File: src/core/ccr_pkg.sv
package ccr_pkg;
    // Clock and instruction cycle (four system clocks)
    localparam int CLK_PERIOD_NS   = 10;
    localparam int INSTR_PERIOD_NS = 40;
    localparam int INSTR_DIV       = (INSTR_PERIOD_NS + CLK_PERIOD_NS - 1)
                                     / CLK_PERIOD_NS;

    // Register bus
    localparam int ADDR_W = 4;
    localparam int DATA_W = 8;
    localparam int SEL_W  = 3;

    // Channel i: control a at 2*i, control b at 2*i+1
    localparam logic [ADDR_W-1:0] OFF_CTRL_A0  = 4'h0;
    localparam logic [ADDR_W-1:0] OFF_CTRL_B0  = 4'h1;
    localparam logic [ADDR_W-1:0] OFF_MIRROR   = 4'h8;
    localparam logic [ADDR_W-1:0] OFF_IRQ_STAT = 4'h9;
    localparam logic [ADDR_W-1:0] OFF_IRQ_MASK = 4'hA;

    // comparator_control_a fields
    localparam int A_ON     = 7;
    localparam int A_RESULT = 6;
    localparam int A_INV    = 4;
    localparam int A_SPEED  = 2;
    localparam int A_HYS    = 1;
    localparam int A_SYNC   = 0;
    localparam logic [DATA_W-1:0] A_WR_MASK = 8'h97;
    localparam logic [DATA_W-1:0] A_RESET   = 8'h04;

    // comparator_control_b fields
    localparam int B_RISE     = 7;
    localparam int B_FALL     = 6;
    localparam int B_PSEL_LSB = 3;
    localparam int B_NSEL_LSB = 0;
    localparam logic [DATA_W-1:0] B_RESET = 8'h00;

    // Input select codes
    localparam logic [SEL_W-1:0] PSEL_GND  = 3'h7;
    localparam logic [SEL_W-1:0] PSEL_REF  = 3'h6;
    localparam logic [SEL_W-1:0] PSEL_DAC  = 3'h5;
    localparam logic [SEL_W-1:0] PSEL_PIN0 = 3'h0;
    localparam logic [SEL_W-1:0] NSEL_GND  = 3'h7;
    localparam logic [SEL_W-1:0] NSEL_REF  = 3'h6;
    localparam logic [SEL_W-1:0] NSEL_PIN3 = 3'h3;
    localparam logic [SEL_W-1:0] NSEL_PIN2 = 3'h2;
    localparam logic [SEL_W-1:0] NSEL_PIN1 = 3'h1;
    localparam logic [SEL_W-1:0] NSEL_PIN0 = 3'h0;
endpackage

File: src/core/ccr_channel.sv
`timescale 1ns/1ps
module ccr_channel
    import ccr_pkg::*;
(
    // Clock and reset
    input  wire logic              clk_i,
    input  wire logic              rst_i,
    // Timing
    input  wire logic              instr_tick_i,
    input  wire logic              tmr_fall_i,
    // Register writes
    input  wire logic              wr_a_i,
    input  wire logic              wr_b_i,
    input  wire logic [DATA_W-1:0] wdata_i,
    // Analog comparison, 1 when non-inverting node is higher
    input  wire logic              raw_i,
    // State
    output logic      [DATA_W-1:0] ctrl_a_o,
    output logic      [DATA_W-1:0] ctrl_b_o,
    output logic                   result_o,
    output logic                   ext_o,
    output logic                   event_o
);
    logic [DATA_W-1:0] ctrl_a;
    logic              result;
    logic              result_d;

    always_ff @(posedge clk_i or posedge rst_i) begin
        if (rst_i) begin
            ctrl_a <= A_RESET;
        end else if (wr_a_i) begin
            ctrl_a <= wdata_i & A_WR_MASK;
        end
    end

    always_ff @(posedge clk_i or posedge rst_i) begin
        if (rst_i) begin
            ctrl_b_o <= B_RESET;
        end else if (wr_b_i) begin
            ctrl_b_o <= wdata_i;
        end
    end

    // Latched result
    // Disabled reads as 0 before polarity, so on/off and invert make edges
    always_ff @(posedge clk_i or posedge rst_i) begin
        if (rst_i) begin
            result <= 1'b0;
        end else if (instr_tick_i) begin
            result <= (ctrl_a[A_ON] & raw_i) ^ ctrl_a[A_INV];
        end
    end

    always_ff @(posedge clk_i or posedge rst_i) begin
        if (rst_i) begin
            result_d <= 1'b0;
        end else begin
            result_d <= result;
        end
    end

    // Held between timer falling edges when synchronised
    always_ff @(posedge clk_i or posedge rst_i) begin
        if (rst_i) begin
            ext_o <= 1'b0;
        end else if (!ctrl_a[A_SYNC] || tmr_fall_i) begin
            ext_o <= result;
        end
    end

    assign ctrl_a_o = {ctrl_a[7], result, ctrl_a[5:0]};
    assign result_o = result;
    assign event_o  = (ctrl_b_o[B_RISE] & result & ~result_d)
                    | (ctrl_b_o[B_FALL] & ~result & result_d);
endmodule

File: src/core/ccr_irq.sv
`timescale 1ns/1ps
module ccr_irq
    import ccr_pkg::*;
#(
    parameter int N = 2
) (
    // Clock and reset
    input  wire logic         clk_i,
    input  wire logic         rst_i,
    // Events and software access
    input  wire logic [N-1:0] set_i,
    input  wire logic         clr_wr_i,
    input  wire logic         mask_wr_i,
    input  wire logic [N-1:0] wdata_i,
    // State
    output logic      [N-1:0] status_o,
    output logic      [N-1:0] mask_o,
    output logic              irq_o
);
    logic [N-1:0] clr;

    assign clr = clr_wr_i ? wdata_i : '0;

    // A new event outranks a clear in the same cycle
    always_ff @(posedge clk_i or posedge rst_i) begin
        if (rst_i) begin
            status_o <= '0;
        end else begin
            status_o <= (status_o & ~clr) | set_i;
        end
    end

    always_ff @(posedge clk_i or posedge rst_i) begin
        if (rst_i) begin
            mask_o <= '0;
        end else if (mask_wr_i) begin
            mask_o <= wdata_i;
        end
    end

    always_ff @(posedge clk_i or posedge rst_i) begin
        if (rst_i) begin
            irq_o <= 1'b0;
        end else begin
            irq_o <= |(status_o & mask_o);
        end
    end
endmodule

File: src/core/ccr_top.sv
`timescale 1ns/1ps
module ccr_top
    import ccr_pkg::*;
#(
    parameter int NUM_CMP   = 2,
    parameter bit LARGE_PKG = 1'b1
) (
    // Clock and reset
    input  wire logic                     CLOCK_I,
    input  wire logic                     RST_I,
    // Register port
    input  wire logic [ADDR_W-1:0]        ADDR_I,
    input  wire logic [DATA_W-1:0]        WDATA_I,
    input  wire logic                     WR_I,
    input  wire logic                     RD_I,
    output logic      [DATA_W-1:0]        RDATA_O,
    // Analog comparator side
    input  wire logic [NUM_CMP-1:0]       COMPARE_I,
    output logic      [NUM_CMP-1:0]       CMP_ENABLE_O,
    output logic      [NUM_CMP-1:0]       HYST_ENABLE_O,
    output logic      [NUM_CMP-1:0]       SPEED_HIGH_O,
    output logic      [SEL_W*NUM_CMP-1:0] POS_SEL_O,
    output logic      [NUM_CMP-1:0]       POS_CONNECT_O,
    output logic      [SEL_W*NUM_CMP-1:0] NEG_SEL_O,
    output logic      [NUM_CMP-1:0]       NEG_CONNECT_O,
    // Timer clock source, taken as synchronous
    input  wire logic                     TIMER_CLK_I,
    // Output to timer gate and pin
    output logic      [NUM_CMP-1:0]       CMP_OUT_O,
    // Interrupt
    output logic                          IRQ_O
);
    localparam int DIV_W = (INSTR_DIV > 1) ? $clog2(INSTR_DIV) : 1;
    localparam logic [DIV_W-1:0] DIV_LAST = DIV_W'(INSTR_DIV - 1);

    logic [DIV_W-1:0]   div_cnt;
    logic               instr_tick;
    logic               tmr_prev;
    logic               tmr_fall;
    logic [DATA_W-1:0]  ch_a      [NUM_CMP];
    logic [DATA_W-1:0]  ch_b      [NUM_CMP];
    logic [NUM_CMP-1:0] result;
    logic [NUM_CMP-1:0] ext;
    logic [NUM_CMP-1:0] evt;
    logic [NUM_CMP-1:0] wr_a;
    logic [NUM_CMP-1:0] wr_b;
    logic [NUM_CMP-1:0] irq_status;
    logic [NUM_CMP-1:0] irq_mask;
    logic               irq;
    logic [DATA_W-1:0]  next_rdata;
    logic [NUM_CMP-1:0] next_pos_conn;
    logic [NUM_CMP-1:0] next_neg_conn;

    // Instruction-cycle enable from the system clock
    always_ff @(posedge CLOCK_I or posedge RST_I) begin
        if (RST_I) begin
            div_cnt <= '0;
        end else if (div_cnt == DIV_LAST) begin
            div_cnt <= '0;
        end else begin
            div_cnt <= div_cnt + 1'b1;
        end
    end

    assign instr_tick = (div_cnt == DIV_LAST);

    // Timer clock falling edge, sampled on the system clock
    always_ff @(posedge CLOCK_I or posedge RST_I) begin
        if (RST_I) begin
            tmr_prev <= 1'b0;
        end else begin
            tmr_prev <= TIMER_CLK_I;
        end
    end

    assign tmr_fall = tmr_prev & ~TIMER_CLK_I;

    genvar gi;
    generate
        for (gi = 0; gi < NUM_CMP; gi++) begin : g_ch
            assign wr_a[gi] = WR_I
                && (ADDR_I == ADDR_W'(OFF_CTRL_A0 + 2 * gi));
            assign wr_b[gi] = WR_I
                && (ADDR_I == ADDR_W'(OFF_CTRL_B0 + 2 * gi));

            ccr_channel u_ch (
                .clk_i        (CLOCK_I),
                .rst_i        (RST_I),
                .instr_tick_i (instr_tick),
                .tmr_fall_i   (tmr_fall),
                .wr_a_i       (wr_a[gi]),
                .wr_b_i       (wr_b[gi]),
                .wdata_i      (WDATA_I),
                .raw_i        (COMPARE_I[gi]),
                .ctrl_a_o     (ch_a[gi]),
                .ctrl_b_o     (ch_b[gi]),
                .result_o     (result[gi]),
                .ext_o        (ext[gi]),
                .event_o      (evt[gi])
            );
        end
    endgenerate

    // Sticky flags, write one to clear
    ccr_irq #(
        .N (NUM_CMP)
    ) u_irq (
        .clk_i     (CLOCK_I),
        .rst_i     (RST_I),
        .set_i     (evt),
        .clr_wr_i  (WR_I && (ADDR_I == OFF_IRQ_STAT)),
        .mask_wr_i (WR_I && (ADDR_I == OFF_IRQ_MASK)),
        .wdata_i   (WDATA_I[NUM_CMP-1:0]),
        .status_o  (irq_status),
        .mask_o    (irq_mask),
        .irq_o     (irq)
    );

    assign IRQ_O = irq;

    // Read mux; unmapped addresses read zero
    always_comb begin
        next_rdata = '0;
        for (int i = 0; i < NUM_CMP; i++) begin
            if (ADDR_I == ADDR_W'(OFF_CTRL_A0 + 2 * i)) begin
                next_rdata = ch_a[i];
            end
            if (ADDR_I == ADDR_W'(OFF_CTRL_B0 + 2 * i)) begin
                next_rdata = ch_b[i];
            end
        end
        if (ADDR_I == OFF_MIRROR) begin
            next_rdata[NUM_CMP-1:0] = result;
        end
        if (ADDR_I == OFF_IRQ_STAT) begin
            next_rdata[NUM_CMP-1:0] = irq_status;
        end
        if (ADDR_I == OFF_IRQ_MASK) begin
            next_rdata[NUM_CMP-1:0] = irq_mask;
        end
    end

    always_ff @(posedge CLOCK_I or posedge RST_I) begin
        if (RST_I) begin
            RDATA_O <= '0;
        end else if (RD_I) begin
            RDATA_O <= next_rdata;
        end else begin
            RDATA_O <= '0;
        end
    end

    // Input routing; a disabled comparator connects nothing
    always_comb begin
        next_pos_conn = '0;
        next_neg_conn = '0;
        for (int i = 0; i < NUM_CMP; i++) begin
            case (ch_b[i][B_PSEL_LSB +: SEL_W])
                PSEL_GND, PSEL_REF, PSEL_DAC, PSEL_PIN0:
                    next_pos_conn[i] = ch_a[i][A_ON];
                default:
                    next_pos_conn[i] = 1'b0;
            endcase
            case (ch_b[i][B_NSEL_LSB +: SEL_W])
                NSEL_GND, NSEL_REF, NSEL_PIN1, NSEL_PIN0:
                    next_neg_conn[i] = ch_a[i][A_ON];
                NSEL_PIN3, NSEL_PIN2:
                    next_neg_conn[i] = ch_a[i][A_ON] & LARGE_PKG;
                default:
                    next_neg_conn[i] = 1'b0;
            endcase
        end
    end

    // Analog controls registered so the pins never glitch
    always_ff @(posedge CLOCK_I or posedge RST_I) begin
        if (RST_I) begin
            CMP_ENABLE_O  <= '0;
            HYST_ENABLE_O <= '0;
            SPEED_HIGH_O  <= '1;
            POS_SEL_O     <= '0;
            NEG_SEL_O     <= '0;
            POS_CONNECT_O <= '0;
            NEG_CONNECT_O <= '0;
        end else begin
            for (int i = 0; i < NUM_CMP; i++) begin
                CMP_ENABLE_O[i]  <= ch_a[i][A_ON];
                HYST_ENABLE_O[i] <= ch_a[i][A_HYS];
                SPEED_HIGH_O[i]  <= ch_a[i][A_SPEED];
                POS_SEL_O[i*SEL_W +: SEL_W] <=
                    ch_b[i][B_PSEL_LSB +: SEL_W];
                NEG_SEL_O[i*SEL_W +: SEL_W] <=
                    ch_b[i][B_NSEL_LSB +: SEL_W];
            end
            POS_CONNECT_O <= next_pos_conn;
            NEG_CONNECT_O <= next_neg_conn;
        end
    end

    always_ff @(posedge CLOCK_I or posedge RST_I) begin
        if (RST_I) begin
            CMP_OUT_O <= '0;
        end else begin
            CMP_OUT_O <= ext;
        end
    end

    // Assertions
    a_enable_drive: assert property (
        @(posedge CLOCK_I) disable iff (RST_I)
        wr_a[0] |-> ##2 CMP_ENABLE_O[0] == $past(WDATA_I[A_ON], 2))
        else $error("enable output does not follow written bit");

    a_result_pol: assert property (
        @(posedge CLOCK_I) disable iff (RST_I)
        instr_tick |=> result[0] == ((ch_a[0][A_ON] && $past(COMPARE_I[0]))
            ^ ch_a[0][A_INV]) || $past(wr_a[0]))
        else $error("result bit wrong for inputs and polarity");

    a_result_hold: assert property (
        @(posedge CLOCK_I) disable iff (RST_I)
        !instr_tick |=> $stable(result))
        else $error("result changed outside instruction cycle");

    a_rise_flag: assert property (
        @(posedge CLOCK_I) disable iff (RST_I)
        $rose(result[0]) && ch_b[0][B_RISE] |=> irq_status[0])
        else $error("rising edge did not set flag");

    a_fall_quiet: assert property (
        @(posedge CLOCK_I) disable iff (RST_I)
        $fell(result[0]) && !ch_b[0][B_FALL] && !irq_status[0]
            |=> !irq_status[0])
        else $error("masked falling edge set flag");

    a_set_wins: assert property (
        @(posedge CLOCK_I) disable iff (RST_I)
        evt[0] && WR_I && ADDR_I == OFF_IRQ_STAT && WDATA_I[0]
            |=> irq_status[0])
        else $error("clear beat a concurrent edge");

    a_sync_hold: assert property (
        @(posedge CLOCK_I) disable iff (RST_I)
        ch_a[0][A_SYNC] && !tmr_fall && !wr_a[0]
            |=> ##1 $stable(CMP_OUT_O[0]))
        else $error("synchronised output moved without timer edge");

    a_async_pass: assert property (
        @(posedge CLOCK_I) disable iff (RST_I)
        !ch_a[0][A_SYNC] |=> ##1 CMP_OUT_O[0] == $past(result[0], 2))
        else $error("asynchronous output does not follow result");

    a_mirror_read: assert property (
        @(posedge CLOCK_I) disable iff (RST_I)
        RD_I && ADDR_I == OFF_MIRROR
            |=> RDATA_O == DATA_W'($past(result)))
        else $error("mirror read wrong");

    a_unimpl_zero: assert property (
        @(posedge CLOCK_I) disable iff (RST_I)
        RD_I && ADDR_I == OFF_CTRL_A0 |=> !RDATA_O[5] && !RDATA_O[3])
        else $error("unimplemented bits read nonzero");

    a_neg_small: assert property (
        @(posedge CLOCK_I) disable iff (RST_I)
        ch_b[0][B_NSEL_LSB +: SEL_W] == NSEL_PIN3
            |=> NEG_CONNECT_O[0] == (LARGE_PKG && $past(ch_a[0][A_ON])))
        else $error("pin 3 connection wrong for variant");

    a_pol_edge: assert property (
        @(posedge CLOCK_I) disable iff (RST_I)
        !ch_a[0][A_ON] && instr_tick && result[0] != ch_a[0][A_INV]
            |=> $changed(result[0]))
        else $error("polarity toggle gave no result edge");

    a_hyst_drive: assert property (
        @(posedge CLOCK_I) disable iff (RST_I)
        wr_a[0] |-> ##2 HYST_ENABLE_O[0] == $past(WDATA_I[A_HYS], 2))
        else $error("hysteresis output does not follow written bit");

    a_speed_drive: assert property (
        @(posedge CLOCK_I) disable iff (RST_I)
        wr_a[0] |-> ##2 SPEED_HIGH_O[0] == $past(WDATA_I[A_SPEED], 2))
        else $error("speed output does not follow written bit");

    a_rise_quiet: assert property (
        @(posedge CLOCK_I) disable iff (RST_I)
        $rose(result[0]) && !ch_b[0][B_RISE] && !irq_status[0]
            |=> !irq_status[0])
        else $error("masked rising edge set flag");

    a_irq_level: assert property (
        @(posedge CLOCK_I) disable iff (RST_I)
        1'b1 |=> IRQ_O == (|$past(irq_status & irq_mask)))
        else $error("interrupt output does not follow flags");

    a_rdata_idle: assert property (
        @(posedge CLOCK_I) disable iff (RST_I)
        !RD_I |=> RDATA_O == '0)
        else $error("read data not zero outside read cycle");

    c_rise_irq: cover property (
        @(posedge CLOCK_I) disable iff (RST_I)
        $rose(irq_status[0]) ##[1:20] IRQ_O);

    c_sync_update: cover property (
        @(posedge CLOCK_I) disable iff (RST_I)
        ch_a[0][A_SYNC] && tmr_fall ##2 $changed(CMP_OUT_O[0]));

    c_clear_flag: cover property (
        @(posedge CLOCK_I) disable iff (RST_I)
        irq_status[0] ##1 !irq_status[0]);

    c_race_set: cover property (
        @(posedge CLOCK_I) disable iff (RST_I)
        evt[0] && WR_I && ADDR_I == OFF_IRQ_STAT ##1 irq_status[0]);

    c_pol_toggle: cover property (
        @(posedge CLOCK_I) disable iff (RST_I)
        !ch_a[0][A_ON] && $changed(result[0]));
endmodule

File: config.mk
export PLATFORM = sky130hd
export DESIGN_NAME = ccr_top
export DESIGN_NICKNAME = d
export VERILOG_FILES = /design/src/core/ccr_pkg.sv /design/src/core/ccr_channel.sv /design/src/core/ccr_irq.sv /design/src/core/ccr_top.sv
export SDC_FILE = /design/constraint.sdc
export NUM_CORES = 1
export LEC_CHECK = 0
export ABC_AREA = 1
export BUFFER_PORTS_ARGS = -buffer_cell sky130_fd_sc_hd__buf_2
export CAP_MARGIN = 20
export CORE_MARGIN = 3
export CORE_UTILIZATION = 51
export DETAILED_ROUTE_END_ITERATION = 8
export MAX_ROUTING_LAYER = met4
export PLACE_DENSITY_LB_ADDON = 0.3
export SLEW_MARGIN = 5
export SYNTH_ARGS = -nofsm -noshare
export SYNTH_HDL_FRONTEND = slang
export SYNTH_SLANG_ARGS = --single-unit
File: constraint.sdc
create_clock -name CLOCK_I -period 3.7 [get_ports CLOCK_I]
set_input_delay 0.74 -clock CLOCK_I [delete_from_list [all_inputs] [get_ports CLOCK_I]]
set_output_delay 0.74 -clock CLOCK_I [all_outputs]
set_load 0.01 [all_outputs]
==> results.ini <==
[worst_hold_path]
min_to = CMP_OUT_O[1]$_DFF_PP0_
worstHoldPathCells = 0
hp-class = flip-flop to flip-flop
hp-start = g_ch[1].u_ch.ext_o$_DFFE_PP0P_

[critical_path]
r2r_slack_ns = 2.66
path_max_fanout = 16
crit_slowest_cell = nor2_1
r2r-start = g_ch[0].u_ch.ctrl_a[7]$_DFFE_PP0P_
critPathTopFamily = simple AND/OR/NAND/NOR gates
crit_path_end_kind = flip-flop
start_kind = primary input
criticalPathCategory = primary input to flip-flop
required_ns = 3.95
ff2ff_path_depth = 4
cp.arrival_ns = 2.32
slowest_delay_ns = 0.65
crit_buf_inv = 1
crit_chain = buf_2 -> nor2_1 -> nand2_2 -> nor2_8 -> nand2_4 -> o21ai_0
r2r-end = RDATA_O[7]$_DFF_PP0_

[clocking]
cts_max_level = 3
cts.sinks = 72
post_cts_resize_count = 0
post_cts_buffers = 0
numCtsBuffers = 9
clkSlewWorstSetupHoldPaths_ns = 0.07
root_buffer = clkbuf_8
clkLatencyLatePin_ns = 0.34
cts_tree = yes
hold_buffers = 0
clockBufferDepth = 2

[power]
power.leakage_nw = 1.72
ir_drop_v = 0.000334
powerDensity_mw_per_mm2 = 586

[synth]
netlist_area_mm2 = 0.00280
synth_largest_area_cell = dfrtp_1
ys_seq_area_frac = 0.646
synth_top_area_share = 0.608
synth_cell_types = 29
synthArstFlopShare = 1.00
yosys-top-cells-area = dfrtp_1 (61%), nand2_1 (7.2%), o21ai_0 (5.9%), dfstp_2 (3.8%), inv_1 (3.5%)
synth-edff-count = 0
synth_cells = 264
syn_nets = 284
ys_seq_elements = 72
synth_common_cells = dfrtp_1 (68), nand2_1 (54), o21ai_0 (33), inv_1 (26), nand3_1 (18)
avgSynthCellArea_um2 = 10.6
synth.most_common_cell = dfrtp_1
synth_top_flop_cell = dfrtp_1
yosys_warnings = 0

[die]
start_util = 0.538
core_area_mm2 = 0.00520
die_area_mm2 = 0.00641
fp.dieH_um = 80.1
die_x_um = 80.1
rows = 26
io_pins = 52

[global_routing]
grt_max_degree = 33
grt_use_total = 0.205
grt.overflow.total = 0
antenna_found_initial = 0
grt_pass1_wl_mm = 9.47
grt_pass1_vias = 1889

[placement]
dp_hpwl_mm = 4.15
place_ws_ns = 1.29
io_buffers = 51
gp_congestion = 0.927

[run_status]
status = finished, final reports clean

[job]
cap_violations = 0

[timing]
drv_slew = 0
fin_skew_ns = 0.00746
slew_headroom = 0.438
setup_viol = 0
hold_viol = 0
hold_slack_ns = 0.376
worst_slack_ns = 1.63
min_period_ns = 2.07
max_freq_mhz = 483
worstMarginPinSlew_ns = 0.841
rsz0062_at_grt = false
final.setup.tns_ns = 0
fin_crit_sh = 0.559

[route]
drc = 0
wirelength_mm = 5.63
avgViaCountPerCell = 5.02
dr.pass1.iters = 5
ant_nets = 0
num_vias = 2009
drt_iter0_drc = 188
avgRoutedWirePerCell_um = 14.1

[cells_and_area]
final_util = 0.642
final_nets = 345
area_delta_synth_final_pct = 19.3
antennaDiodeCount = 0
fillers = 449
drive_gt1_frac = 0.291

## per-stage QoR
step	std cells	instance area [µm²]	power (mW)
after global routing	400	3340	2.06
after detailed placement	384	3140	1.37
after floorplan	264	2800	1.22
final	400	3340	1.96
after CTS	400	3340	1.98
after global placement	383	3120	1.36
## worst max-delay path by stage
stage | from | end | slack [ns] | cells past startpoint
after floorplan | RST_I | CMP_ENABLE_O[0]$_DFF_PP0_ | 1.14 | 1
after global placement | ADDR_I[2] | RDATA_O[7]$_DFF_PP0_ | 1.34 | 7
after detailed placement | ADDR_I[2] | RDATA_O[7]$_DFF_PP0_ | 1.29 | 7
after CTS | ADDR_I[2] | g_ch[1].u_ch.ctrl_b_o[1]$_DFFE_PP0P_ | 1.64 | 7
after global routing | ADDR_I[2] | g_ch[1].u_ch.ctrl_b_o[3]$_DFFE_PP0P_ | 1.46 | 6
final | ADDR_I[2] | g_ch[1].u_ch.ctrl_b_o[3]$_DFFE_PP0P_ | 1.63 | 6
## sequential cells by signal, summed over array words and instances, names as in the netlist
| register | flops |
|---|---|
| u_irq.irq_o | 1 |
| HYST_ENABLE_O | 2 |
| POS_SEL_O | 6 |
| g_ch.u_ch.ctrl_a | 10 |
| CMP_OUT_O | 2 |
| tmr_prev | 1 |
| RDATA_O | 8 |
| div_cnt | 2 |
| POS_CONNECT_O | 2 |
| NEG_CONNECT_O | 2 |
| NEG_SEL_O | 6 |
| u_irq.status_o | 2 |
| g_ch.u_ch.result_d | 2 |
| SPEED_HIGH_O | 2 |
| g_ch.u_ch.ctrl_b_o | 16 |
| g_ch.u_ch.ext_o | 2 |
| CMP_ENABLE_O | 2 |
| u_irq.mask_o | 2 |
| g_ch.u_ch.result_o | 2 |
## power breakdown
group          leakage (nW)  switching (mW)  internal (mW)
Sequential            0.902           0.109          0.950
Clock                0.0993           0.276          0.328
Combinational         0.723           0.171          0.122
Total                  1.72           0.557           1.40
## cell type report
cell class / instances / area, µm² / area share
well taps: 70 / 87.6 / 0.0262
flip-flops and latches: 72 / 1810 / 0.541
inverters: 29 / 109 / 0.0326
clock buffers: 11 / 141 / 0.0423
clock inverters: 5 / 56.3 / 0.0169
multi-input cells: 159 / 848 / 0.254
repair buffers: 54 / 290 / 0.0869
## layout by cell type (no fill, tap or decap), types with 2 or more instances in the layout
cell type,instances
a21oi_1,7
buf_2,51
buf_4,2
clkbuf_8,10
clkinv_2,2
dfrtp_1,68
dfstp_2,4
inv_1,25
inv_2,4
nand2_1,54
nand2_2,3
nand2_4,3
nand3_1,18
nand4_1,2
nor2_1,12
nor2_4,2
nor3b_1,2
o211ai_1,3
o21ai_0,33
o21ai_2,8
or2_0,2
xor2_1,2
## kinds of logic (layout without fill, tap and decap cells)
| kind of cell | after synthesis | count (layout) | synth area share |
|---|---|---|---|
| compound gates | 55 | 55 | 0.116 |
| simple gates | 101 | 101 | 0.177 |
| buf+inv | 33 | 99 | 0.0514 |
| xor+xnor | 2 | 2 | 0.00626 |
| flops | 72 | 72 | 0.646 |
| fa+ha+maj | 1 | 1 | 0.00447 |
## metal layers
layer / vias up / track usage / wire length (µm) / share of wire
met4: 0 / 0.0861 / 72 / 0.013
met5: - / - / 0 / 0
met1: 956 / 0.274 / 2510 / 0.45
met3: 10 / 0.0404 / 330 / 0.059
met2: 58 / 0.309 / 2720 / 0.48
li1: 985 / - / - / -
Power figures use the tool's default switching activity.
